File: src/design/exu_params.svh
// constants for the execution datapath: flag bit positions and cycle counts
// assumes the includer also imports exu_pkg for the operation codes
`ifndef EXU_PARAMS_SVH
`define EXU_PARAMS_SVH

// status flag bit positions inside the flag byte
`define EXU_FLG_C 0
`define EXU_FLG_Z 1
`define EXU_FLG_N 2
`define EXU_FLG_V 3
`define EXU_FLG_S 4
`define EXU_FLG_H 5

// flag byte after reset
`define EXU_FLG_RST 8'h00

// cycle counts per instruction class
`define EXU_CYC_ONE   2'h1
`define EXU_CYC_TWO   2'h2
`define EXU_CYC_THREE 2'h3

// all-ones byte used to invert the clear mask
`define EXU_MASK_ALL 8'hFF

`endif

File: src/design/exu_pkg.sv
// types shared by the execution datapath files
// assumes nothing of its surroundings
package exu_pkg;

    typedef enum logic [4:0] {
        OP_SUM_REGISTERS       = 5'h00,
        OP_SUM_WITH_CARRY      = 5'h01,
        OP_WORD_IMM_SUM        = 5'h02,
        OP_DIFF_REGISTERS      = 5'h03,
        OP_DIFF_IMMEDIATE      = 5'h04,
        OP_DIFF_WITH_BORROW    = 5'h05,
        OP_DIFF_IMM_BORROW     = 5'h06,
        OP_WORD_IMM_DIFF       = 5'h07,
        OP_LOGICAL_CONJ        = 5'h08,
        OP_CONJ_IMMEDIATE      = 5'h09,
        OP_LOGICAL_DISJ        = 5'h0A,
        OP_DISJ_IMMEDIATE      = 5'h0B,
        OP_EXCLUSIVE_DISJ      = 5'h0C,
        OP_SET_BITS_MASK       = 5'h0D,
        OP_CLEAR_BITS_MASK     = 5'h0E,
        OP_ZERO_SIGN_TEST      = 5'h0F,
        OP_PRODUCT_UNSIGNED    = 5'h10,
        OP_PRODUCT_SIGNED      = 5'h11,
        OP_PRODUCT_MIXED       = 5'h12,
        OP_FRACTION_UNSIGNED   = 5'h13,
        OP_FRACTION_SIGNED     = 5'h14,
        OP_FRACTION_MIXED      = 5'h15,
        OP_JUMP_VIA_POINTER    = 5'h16,
        OP_CALL_VIA_POINTER    = 5'h17,
        OP_COMPARE_SKIP_EQUAL  = 5'h18,
        OP_COMPARE             = 5'h19,
        OP_COMPARE_WITH_BORROW = 5'h1A,
        OP_COMPARE_IMMEDIATE   = 5'h1B
    } exu_op_type;

    typedef enum logic [1:0] {
        ST_IDLE = 2'h1,
        ST_WAIT = 2'h2
    } exu_state_type;

endpackage

File: src/design/exu_mul.sv
// 8x8 multiplier with per-operand signedness and fractional shift
// assumes the caller registers the outputs
`timescale 1ns/1ps

module exu_mul (
    // operands
    input  wire logic [7:0]  mul_a,
    input  wire logic [7:0]  mul_b,
    // mode
    input  wire logic        sign_a,
    input  wire logic        sign_b,
    input  wire logic        frac,
    // result
    output logic      [15:0] prod,
    output logic             prod_carry
);
    wire logic signed [8:0]  ext_a = {sign_a & mul_a[7], mul_a};
    wire logic signed [8:0]  ext_b = {sign_b & mul_b[7], mul_b};
    wire logic signed [17:0] raw   = ext_a * ext_b;

    // carry is taken from the unshifted product's top bit
    assign prod_carry = raw[15];
    assign prod       = frac ? {raw[14:0], 1'b0} : raw[15:0];

endmodule // exu_mul

File: src/design/exu_core.sv
// execution datapath: arithmetic, logic, multiply, compare, pointer jumps
// assumes one operation is offered at a time while op_busy is low
//
// Contract
// (RQ1) add two registers, optionally with carry; five flags; one cycle
// (RQ2) add immediate to register pair in two cycles, Z C N V S
// (RQ3) subtract register or immediate; write target; five flags; one cycle
// (RQ4) subtract forms with borrow also subtract carry; one cycle
// (RQ5) subtract immediate from register pair in two cycles, Z C N V S
// (RQ6) and, or, xor forms: one cycle, only Z N V change
// (RQ7) set mask ors immediate; clear mask ands inverted mask; Z N V
// (RQ8) zero/sign test ands target with itself; Z N V; one cycle
// (RQ9) multiplies unsigned, signed, mixed into product pair; two cycles; Z C
// (RQ10) fractional multiplies shift product left one; two cycles; Z C
// (RQ11) pointer jump loads program counter; two cycles; flags unchanged
// (RQ12) pointer call pushes return address, loads counter; three cycles
// (RQ13) compare-skip skips when equal; 1/2/3 cycles; no flags
// (RQ14) compares subtract without writing; one cycle; five flags
// (RQ15) flags an instruction does not list keep their value
// (RQ16) S flag equals N xor V whenever it is updated
`timescale 1ns/1ps
`include "exu_params.svh"

module exu_core (
    // clock and reset
    input  wire logic                clk_sys,
    input  wire logic                rst_b,
    // operation request
    input  wire logic                op_valid,
    input  wire exu_pkg::exu_op_type op_code,
    input  wire logic [7:0]          rd_val,
    input  wire logic [7:0]          rr_val,
    input  wire logic [7:0]          imm_val,
    input  wire logic [15:0]         pair_val,
    input  wire logic [15:0]         ptr_val,
    input  wire logic [15:0]         pc_val,
    input  wire logic                next_two_word,
    // completion
    output logic                     op_busy,
    output logic                     op_done,
    // register writes
    output logic                     rd_wr,
    output logic [7:0]               rd_res,
    output logic                     pair_wr,
    output logic [15:0]              pair_res,
    output logic                     prod_wr,
    output logic [15:0]              prod_res,
    // program flow
    output logic                     pc_load,
    output logic [15:0]              pc_next,
    output logic                     ret_push,
    output logic [15:0]              ret_addr,
    // status flags
    output logic [7:0]               flags
);
    import exu_pkg::*;

    ////////////////////////////////////////////////////////////////////////
    // reset release
    logic          rst_m_r;
    logic          rst_s_r;
    wire logic     rst_sync_b = rst_s_r;

    always_ff @(posedge clk_sys or negedge rst_b) begin
        if (!rst_b) begin
            rst_m_r <= 1'b0;
            rst_s_r <= 1'b0;
        end else begin
            rst_m_r <= 1'b1;
            rst_s_r <= rst_m_r;
        end
    end

    ////////////////////////////////////////////////////////////////////////
    // decode
    exu_state_type state_r;
    logic [1:0]    remain_r;
    logic [7:0]    flags_r;

    wire logic take = op_valid && (state_r == ST_IDLE);
    wire logic c_in = flags_r[`EXU_FLG_C];

    wire logic is_add   = op_code == OP_SUM_REGISTERS
                       || op_code == OP_SUM_WITH_CARRY;
    wire logic is_cmp   = op_code == OP_COMPARE
                       || op_code == OP_COMPARE_WITH_BORROW
                       || op_code == OP_COMPARE_IMMEDIATE;
    wire logic is_sub   = is_cmp || op_code == OP_DIFF_REGISTERS
                       || op_code == OP_DIFF_IMMEDIATE
                       || op_code == OP_DIFF_WITH_BORROW
                       || op_code == OP_DIFF_IMM_BORROW;
    wire logic use_cin  = op_code == OP_SUM_WITH_CARRY
                       || op_code == OP_DIFF_WITH_BORROW
                       || op_code == OP_DIFF_IMM_BORROW
                       || op_code == OP_COMPARE_WITH_BORROW;
    wire logic use_imm  = op_code == OP_DIFF_IMMEDIATE
                       || op_code == OP_DIFF_IMM_BORROW
                       || op_code == OP_COMPARE_IMMEDIATE
                       || op_code == OP_CONJ_IMMEDIATE
                       || op_code == OP_DISJ_IMMEDIATE
                       || op_code == OP_SET_BITS_MASK
                       || op_code == OP_CLEAR_BITS_MASK;
    wire logic is_and   = op_code == OP_LOGICAL_CONJ
                       || op_code == OP_CONJ_IMMEDIATE;
    wire logic is_or    = op_code == OP_LOGICAL_DISJ
                       || op_code == OP_DISJ_IMMEDIATE
                       || op_code == OP_SET_BITS_MASK;
    wire logic is_logic = is_and || is_or
                       || op_code == OP_EXCLUSIVE_DISJ
                       || op_code == OP_CLEAR_BITS_MASK
                       || op_code == OP_ZERO_SIGN_TEST;
    wire logic is_word  = op_code == OP_WORD_IMM_SUM
                       || op_code == OP_WORD_IMM_DIFF;
    wire logic is_mul   = op_code >= OP_PRODUCT_UNSIGNED
                       && op_code <= OP_FRACTION_MIXED;
    wire logic is_jmp   = op_code == OP_JUMP_VIA_POINTER;
    wire logic is_call  = op_code == OP_CALL_VIA_POINTER;
    wire logic is_skip  = op_code == OP_COMPARE_SKIP_EQUAL;

    ////////////////////////////////////////////////////////////////////////
    // byte arithmetic
    wire logic [7:0] opnd_b = use_imm ? imm_val : rr_val;
    wire logic       cin    = use_cin & c_in;                       // RQ4
    wire logic [8:0] sum9   = {1'b0, rd_val} + {1'b0, opnd_b}
                            + {8'h00, cin};                         // RQ1
    wire logic [8:0] dif9   = {1'b0, rd_val} - {1'b0, opnd_b}
                            - {8'h00, cin};                         // RQ3
    wire logic [7:0] ar     = is_sub ? dif9[7:0] : sum9[7:0];
    wire logic       ar_c   = is_sub ? dif9[8] : sum9[8];
    wire logic a3 = rd_val[3];
    wire logic b3 = opnd_b[3];
    wire logic r3 = ar[3];
    wire logic a7 = rd_val[7];
    wire logic b7 = opnd_b[7];
    wire logic r7 = ar[7];
    wire logic ar_h = is_sub ? ((~a3 & b3) | (b3 & r3) | (r3 & ~a3))
                             : ((a3 & b3) | (b3 & ~r3) | (~r3 & a3));
    wire logic ar_v = is_sub ? ((a7 & ~b7 & ~r7) | (~a7 & b7 & r7))
                             : ((a7 & b7 & ~r7) | (~a7 & ~b7 & r7));

    ////////////////////////////////////////////////////////////////////////
    // logic unit
    wire logic [7:0] lr =
        is_and ? (rd_val & opnd_b) :                                // RQ6
        is_or  ? (rd_val | opnd_b) :                                // RQ7
        (op_code == OP_EXCLUSIVE_DISJ) ? (rd_val ^ opnd_b) :
        (op_code == OP_CLEAR_BITS_MASK)
               ? (rd_val & (`EXU_MASK_ALL - opnd_b)) :              // RQ7
        (rd_val & rd_val);                                          // RQ8

    ////////////////////////////////////////////////////////////////////////
    // word arithmetic
    wire logic        w_sub = op_code == OP_WORD_IMM_DIFF;
    wire logic [15:0] wr    = w_sub ? pair_val - {8'h00, imm_val}   // RQ5
                                    : pair_val + {8'h00, imm_val};  // RQ2
    wire logic        w_v   = w_sub ? (pair_val[15] & ~wr[15])
                                    : (~pair_val[15] & wr[15]);
    wire logic        w_c   = w_sub ? (wr[15] & ~pair_val[15])
                                    : (~wr[15] & pair_val[15]);

    ////////////////////////////////////////////////////////////////////////
    // multiplier
    logic [15:0] mp;
    logic        mp_c;
    wire logic   m_sa = op_code == OP_PRODUCT_SIGNED
                     || op_code == OP_PRODUCT_MIXED
                     || op_code == OP_FRACTION_SIGNED
                     || op_code == OP_FRACTION_MIXED;
    wire logic   m_sb = op_code == OP_PRODUCT_SIGNED
                     || op_code == OP_FRACTION_SIGNED;
    wire logic   m_fr = op_code >= OP_FRACTION_UNSIGNED;

    exu_mul u_mul (
        .mul_a      (rd_val),
        .mul_b      (rr_val),
        .sign_a     (m_sa),
        .sign_b     (m_sb),
        .frac       (m_fr),
        .prod       (mp),
        .prod_carry (mp_c)
    );

    ////////////////////////////////////////////////////////////////////////
    // flag update and cycle count
    wire logic       equal  = rd_val == rr_val;
    wire logic [1:0] cycles =
        (is_word || is_mul || is_jmp) ? `EXU_CYC_TWO :     // RQ2 RQ9 RQ11
        is_call ? `EXU_CYC_THREE :                         // RQ12
        (is_skip && equal) ? (next_two_word ? `EXU_CYC_THREE
                                            : `EXU_CYC_TWO) :     // RQ13
        `EXU_CYC_ONE;

    logic [7:0] flags_nxt;
    always_comb begin
        flags_nxt = flags_r;                                        // RQ15
        if (is_add || is_sub) begin
            flags_nxt[`EXU_FLG_Z] = ar == 8'h00;                    // RQ14
            flags_nxt[`EXU_FLG_C] = ar_c;
            flags_nxt[`EXU_FLG_N] = ar[7];
            flags_nxt[`EXU_FLG_V] = ar_v;
            flags_nxt[`EXU_FLG_H] = ar_h;
        end else if (is_logic) begin
            flags_nxt[`EXU_FLG_Z] = lr == 8'h00;                    // RQ6
            flags_nxt[`EXU_FLG_N] = lr[7];
            flags_nxt[`EXU_FLG_V] = 1'b0;
        end else if (is_word) begin
            flags_nxt[`EXU_FLG_Z] = wr == 16'h0000;
            flags_nxt[`EXU_FLG_C] = w_c;
            flags_nxt[`EXU_FLG_N] = wr[15];
            flags_nxt[`EXU_FLG_V] = w_v;
            flags_nxt[`EXU_FLG_S] = wr[15] ^ w_v;                   // RQ16
        end else if (is_mul) begin
            flags_nxt[`EXU_FLG_Z] = mp == 16'h0000;                 // RQ10
            flags_nxt[`EXU_FLG_C] = mp_c;
        end
    end

    ////////////////////////////////////////////////////////////////////////
    // sequencing: results latch on acceptance, op_done marks completion
    wire logic last = (state_r == ST_WAIT) && (remain_r == `EXU_CYC_ONE);

    always_ff @(posedge clk_sys or negedge rst_sync_b) begin
        if (!rst_sync_b) begin
            state_r  <= ST_IDLE;
            remain_r <= 2'h0;
        end else begin
            unique case (state_r)
                ST_IDLE: begin
                    if (take && cycles != `EXU_CYC_ONE) begin
                        state_r  <= ST_WAIT;
                        remain_r <= cycles - `EXU_CYC_ONE;
                    end
                end
                ST_WAIT: begin
                    remain_r <= remain_r - `EXU_CYC_ONE;
                    if (last) begin
                        state_r <= ST_IDLE;
                    end
                end
            endcase
        end
    end

    always_ff @(posedge clk_sys or negedge rst_sync_b) begin
        if (!rst_sync_b) begin
            op_busy  <= 1'b0;
            op_done  <= 1'b0;
            rd_wr    <= 1'b0;
            pair_wr  <= 1'b0;
            prod_wr  <= 1'b0;
            pc_load  <= 1'b0;
            ret_push <= 1'b0;
            rd_res   <= 8'h00;
            pair_res <= 16'h0000;
            prod_res <= 16'h0000;
            pc_next  <= 16'h0000;
            ret_addr <= 16'h0000;
            flags_r  <= `EXU_FLG_RST;
        end else begin
            op_busy <= take ? (cycles != `EXU_CYC_ONE) : (op_busy && !last);
            op_done <= take ? (cycles == `EXU_CYC_ONE) : last;
            if (take) begin
                rd_wr    <= is_add || (is_sub && !is_cmp) || is_logic; // RQ14
                pair_wr  <= is_word;
                prod_wr  <= is_mul;                                 // RQ9
                pc_load  <= is_jmp || is_call || is_skip;
                ret_push <= is_call;                                // RQ12
                rd_res   <= is_logic ? lr : ar;
                pair_res <= wr;
                prod_res <= mp;
                // skip distance counts the skipped instruction's words
                pc_next  <= is_skip ? pc_val + {14'h0000, cycles}   // RQ13
                                    : ptr_val;                      // RQ11
                ret_addr <= pc_val + 16'h0001;
                flags_r  <= flags_nxt;
            end
        end
    end

    assign flags = flags_r;

    ////////////////////////////////////////////////////////////////////////
    // checks
    a_one_cycle_add: assert property (@(posedge clk_sys)         // RQ1
        disable iff (!rst_sync_b)
        take && is_add |=> op_done && rd_wr && rd_res == $past(sum9[7:0]))
        else $error("add did not finish in one cycle");
    a_word_two_cyc: assert property (@(posedge clk_sys)          // RQ2
        disable iff (!rst_sync_b)
        take && is_word |=> !op_done ##1 op_done && pair_wr)
        else $error("word op did not take two cycles");
    a_borrow_used: assert property (@(posedge clk_sys)           // RQ4
        disable iff (!rst_sync_b)
        take && op_code == OP_DIFF_WITH_BORROW |=>
            rd_res == $past(rd_val) - $past(rr_val) - {7'h00, $past(c_in)})
        else $error("borrow not subtracted");
    a_logic_keep_c: assert property (@(posedge clk_sys)          // RQ6
        disable iff (!rst_sync_b)
        take && is_logic |=> flags_r[`EXU_FLG_C] == $past(c_in)
            && !flags_r[`EXU_FLG_V])
        else $error("logic op disturbed carry");
    a_mul_two_cyc: assert property (@(posedge clk_sys)           // RQ9
        disable iff (!rst_sync_b)
        take && is_mul |=> op_busy ##1 op_done && prod_wr)
        else $error("multiply timing wrong");
    a_call_three: assert property (@(posedge clk_sys)            // RQ12
        disable iff (!rst_sync_b)
        take && is_call |=> (ret_push && !op_done) [*2] ##1 op_done)
        else $error("call did not take three cycles");
    a_jump_flags: assert property (@(posedge clk_sys)            // RQ11
        disable iff (!rst_sync_b)
        take && is_jmp |=> pc_next == $past(ptr_val) && $stable(flags_r))
        else $error("jump changed flags or target");
    a_skip_noflag: assert property (@(posedge clk_sys)           // RQ13
        disable iff (!rst_sync_b)
        take && is_skip && !equal |=> op_done
            && pc_next == $past(pc_val) + 16'h0001 && $stable(flags_r))
        else $error("compare-skip miss wrong");
    a_cmp_no_write: assert property (@(posedge clk_sys)          // RQ14
        disable iff (!rst_sync_b)
        take && is_cmp |=> !rd_wr && op_done)
        else $error("compare wrote a register");
    a_sign_flag: assert property (@(posedge clk_sys)             // RQ16
        disable iff (!rst_sync_b)
        op_done && pair_wr |-> flags_r[`EXU_FLG_S]
            == (flags_r[`EXU_FLG_N] ^ flags_r[`EXU_FLG_V]))
        else $error("sign flag not n xor v");

    c_add_done:  cover property (@(posedge clk_sys) take && is_add);
    c_mul_done:  cover property (@(posedge clk_sys) take && is_mul);
    c_call_done: cover property (@(posedge clk_sys) take && is_call);
    c_skip_far:  cover property (@(posedge clk_sys)
        take && is_skip && equal && next_two_word);

endmodule // exu_core

File: config.mk
export PLATFORM = sky130hd
export DESIGN_NAME = exu_core
export DESIGN_NICKNAME = d
export VERILOG_FILES = /design/src/design/exu_pkg.sv /design/src/design/exu_mul.sv /design/src/design/exu_core.sv
export VERILOG_INCLUDE_DIRS = /design/src /design/src/design
export SDC_FILE = /design/constraint.sdc
export NUM_CORES = 1
export LEC_CHECK = 0
export ABC_AREA = 1
export BUFFER_PORTS_ARGS = -buffer_cell sky130_fd_sc_hd__buf_2
export CORE_UTILIZATION = 59
export CTS_CLUSTER_SIZE = 40
export DETAILED_ROUTE_END_ITERATION = 7
export PLACE_DENSITY = 0.83
export SLEW_MARGIN = 10
export SYNTH_ARGS = -nofsm -noshare
export SYNTH_HDL_FRONTEND = slang
export SYNTH_SLANG_ARGS = --single-unit
File: constraint.sdc
create_clock -name clk_sys -period 3.65 [get_ports clk_sys]
set_input_delay 0.365 -clock clk_sys [delete_from_list [all_inputs] [get_ports clk_sys]]
set_output_delay 0.365 -clock clk_sys [all_outputs]
set_load 0.01 [all_outputs]
==> out/metrics.cfg <==
[route]
totalWireLength_um = 43700
drc = 20
ant_nets = 0
vias = 13000
drt-wirelength-per-cell_um = 20.5
first_pass_iters = 8
drt-initial-drc-count = 1865
viasPerCell = 6.12

[clocking]
numCtsBuffers = 9
cts_sinks = 91
root_buffer = clkbuf_16
clock_latency_ps = 370
htreeDepth = 3
tritoncts = yes
clockBufferDepth = 2
clk_pin_slew_ps = 90

[global_routing]
grt_pass1_vias = 11500
antenna_found_initial = 3
grt_overflow = 0
grt_pass1_wl_um = 56300
grt_max_degree = 90
track_usage_pct = 39.0

[sta]
setup_violations = 20
finClkSkew_ps = 22.2
period_minus_slack_ps = 5500
tightest_slew_ps = 837
rsz0062_at_grt = yes
fin_crit_sh_pct = 151
fmax_mhz = 182
holdWs_ps = 218
relSlewSlack_pct = 44.1
tns_ps = -15590
hold_viol_final = 0
drv_slew = 0
setup_slack_ps = -1850

[run_status]
violations = design-rule violations, negative setup slack
status = finished with violations

[pwr]
p_per_area_mw_per_mm2 = 599
irDropWorstVdd_uv = 486
p_leak_nw = 8.00

[finish]
multi_input_area_mm2 = 0.00783
ff_latch_area_mm2 = 0.00228
syn_to_final_growth_pct = 36.0
fillerInstances = 995
fin_util_pct = 82.8
drive_gt1_share_pct = 30.5
layout_commonest_cell = nand2_1
final_cells = 2129
layout_common_cells = 389 x nand2_1, 267 x inv_1, 204 x buf_4
fin_nets = 2142

[floorplanning]
start_util_pct = 60.8
die_area_mm2 = 0.0185
coreArea_mm2 = 0.0174
die_w_um = 136
num_io_pins = 168
num_rows = 48
die_h_um = 136

[synth]
syn_avg_cell_area_um2 = 6.82
ys_warn_count = 0
ys_types = 46
synth_ff_type = dfrtp_1
synth_edf_count = 0
syn_inst = 1555
async_reset_ff_share_pct = 100
ys_seq_area_share_pct = 21.5
syn-cell-area_mm2 = 0.0106
synth_seq_cells = 91

[placement]
place_hpwl_um = 25300
gp_congestion = 0.955
io_buffers = 165
pre_cts_ws_ps = -1910
dp_cells = 2051

[critical_path]
r2r_setup_slack_ps = 640
endpoint_kind = flop
worstSetupPathType = input port to flop
startpoint_type = input port
cpMaxStageDelayCell = fa_1
cp.required_ps = 3950
cp.arrival_ps = 5800
slowest_delay_ps = 530
crit_path_max_fanout = 5

[flow_run]
maxCapViolCount = 0

[worst_hold_path]
hold_path.class = input port to flop

-- power by group --
group / switching [mW] / total [mW] / leakage [nW] / internal [mW]
registers: 0.309 / 1.78 / 1.12 / 1.47
clock network: 0.470 / 1.01 / 0.137 / 0.540
logic: 3.41 / 5.84 / 6.74 / 2.43
-- critical path, delay by kind of cell --
kind	cells	cell delay (ps)
buf+inv	8	470
fa+ha+maj	6	2820
simple gates	21	2110
-- state kept, by name, indices dropped and copies added (netlist names) --
| signal | count |
|---|---|
| prod_res | 16 |
| rst_s_r | 1 |
| rst_m_r | 1 |
| ret_addr | 16 |
| op_done | 1 |
| rd_wr | 1 |
| pair_res | 16 |
| flags | 6 |
| op_busy | 1 |
| state_r | 2 |
| ret_push | 1 |
| rd_res | 8 |
| pair_wr | 1 |
| pc_next | 16 |
| prod_wr | 1 |
| remain_r | 2 |
| pc_load | 1 |
-- cell usage after synthesis (7+ instances only) --
cell	n	area, um^2
a21oi_1	60	300
xnor2_1	10	87.6
nand2_1	438	1640
inv_2	8	30.0
o31ai_1	7	52.6
o21ai_1	7	35.0
ha_1	94	1180
fa_1	69	1380
inv_1	289	1080
nor2_1	107	402
o21ai_0	107	536
xor2_1	28	245
o211ai_1	13	97.6
dfrtp_1	90	2250
clkbuf_1	40	150
nor3_1	11	55.1
nand2_2	9	56.3
nand4_1	14	87.6
nand3_1	102	510
-- repair_timing --
action                                  4_1_cts  5_1_grt
setup buffers                                62       13
endpoints found under the hold margin         2        0
resized for setup                            93      124
hold buffers                                  1        0
endpoints found under the setup margin       12       42
pin swaps                                    41       74
-- area by class of cell --
cell class / count / share of cell area [%]
repair buffers: 379 / 17.9
inverters: 298 / 7.91
clock buffers: 10 / 1.59
clock inverters: 6 / 0.504
flip-flops and latches: 91 / 15.8
well taps: 225 / 1.95
diodes: 1 / 0.0174
multi-input cells: 1119 / 54.3
-- cell families after synthesis --
group,after synthesis,share of synthesized area (%)
AOI/OAI and AO/OA,215,11.3
and+or+nand+nor,699,27.2
xor gates and xnor gates,39,3.29
adders and majority gates,163,24.1
buffers and inverters,346,12.6
DFF,91,21.5
other,2,0.0709
-- final timing paths --
path / from / endpoint / cells past startpoint
worst max-delay path: op_code[2] / flags[1]$_DFFE_PN0P_ / 35
worst min-delay path: ptr_val[4] / pc_next[4]$_DFFE_PN0P_ / 3
worst max register to register: flags[0]$_DFFE_PN0P_ / flags[1]$_DFFE_PN0P_ / 19
worst min register to register: rst_s_r$_DFF_PN0_ / op_done$_DFF_PN0_ / 0
max in group asynchronous: rst_s_r$_DFF_PN0_ / prod_res[12]$_DFFE_PN0P_ / 1
min in group asynchronous: rst_s_r$_DFF_PN0_ / op_done$_DFF_PN0_ / 0
-- metrics by stage --
step	power [mW]	area, um^2
after detailed placement	6.02	12900
after CTS	7.42	13900
after floorplan	4.33	10900
final	8.63	14400
after global placement	5.90	12900
after global routing	9.09	14400
-- layer usage --
layer,wire [um],up-vias,global-route usage [%]
li1,-,5538,-
met2,18500,1219,62.7
met3,5960,416,7.20
met4,3950,0,18.6
met5,0,-,0
met1,15300,5865,50.5
(Power assumes the default switching activity.)
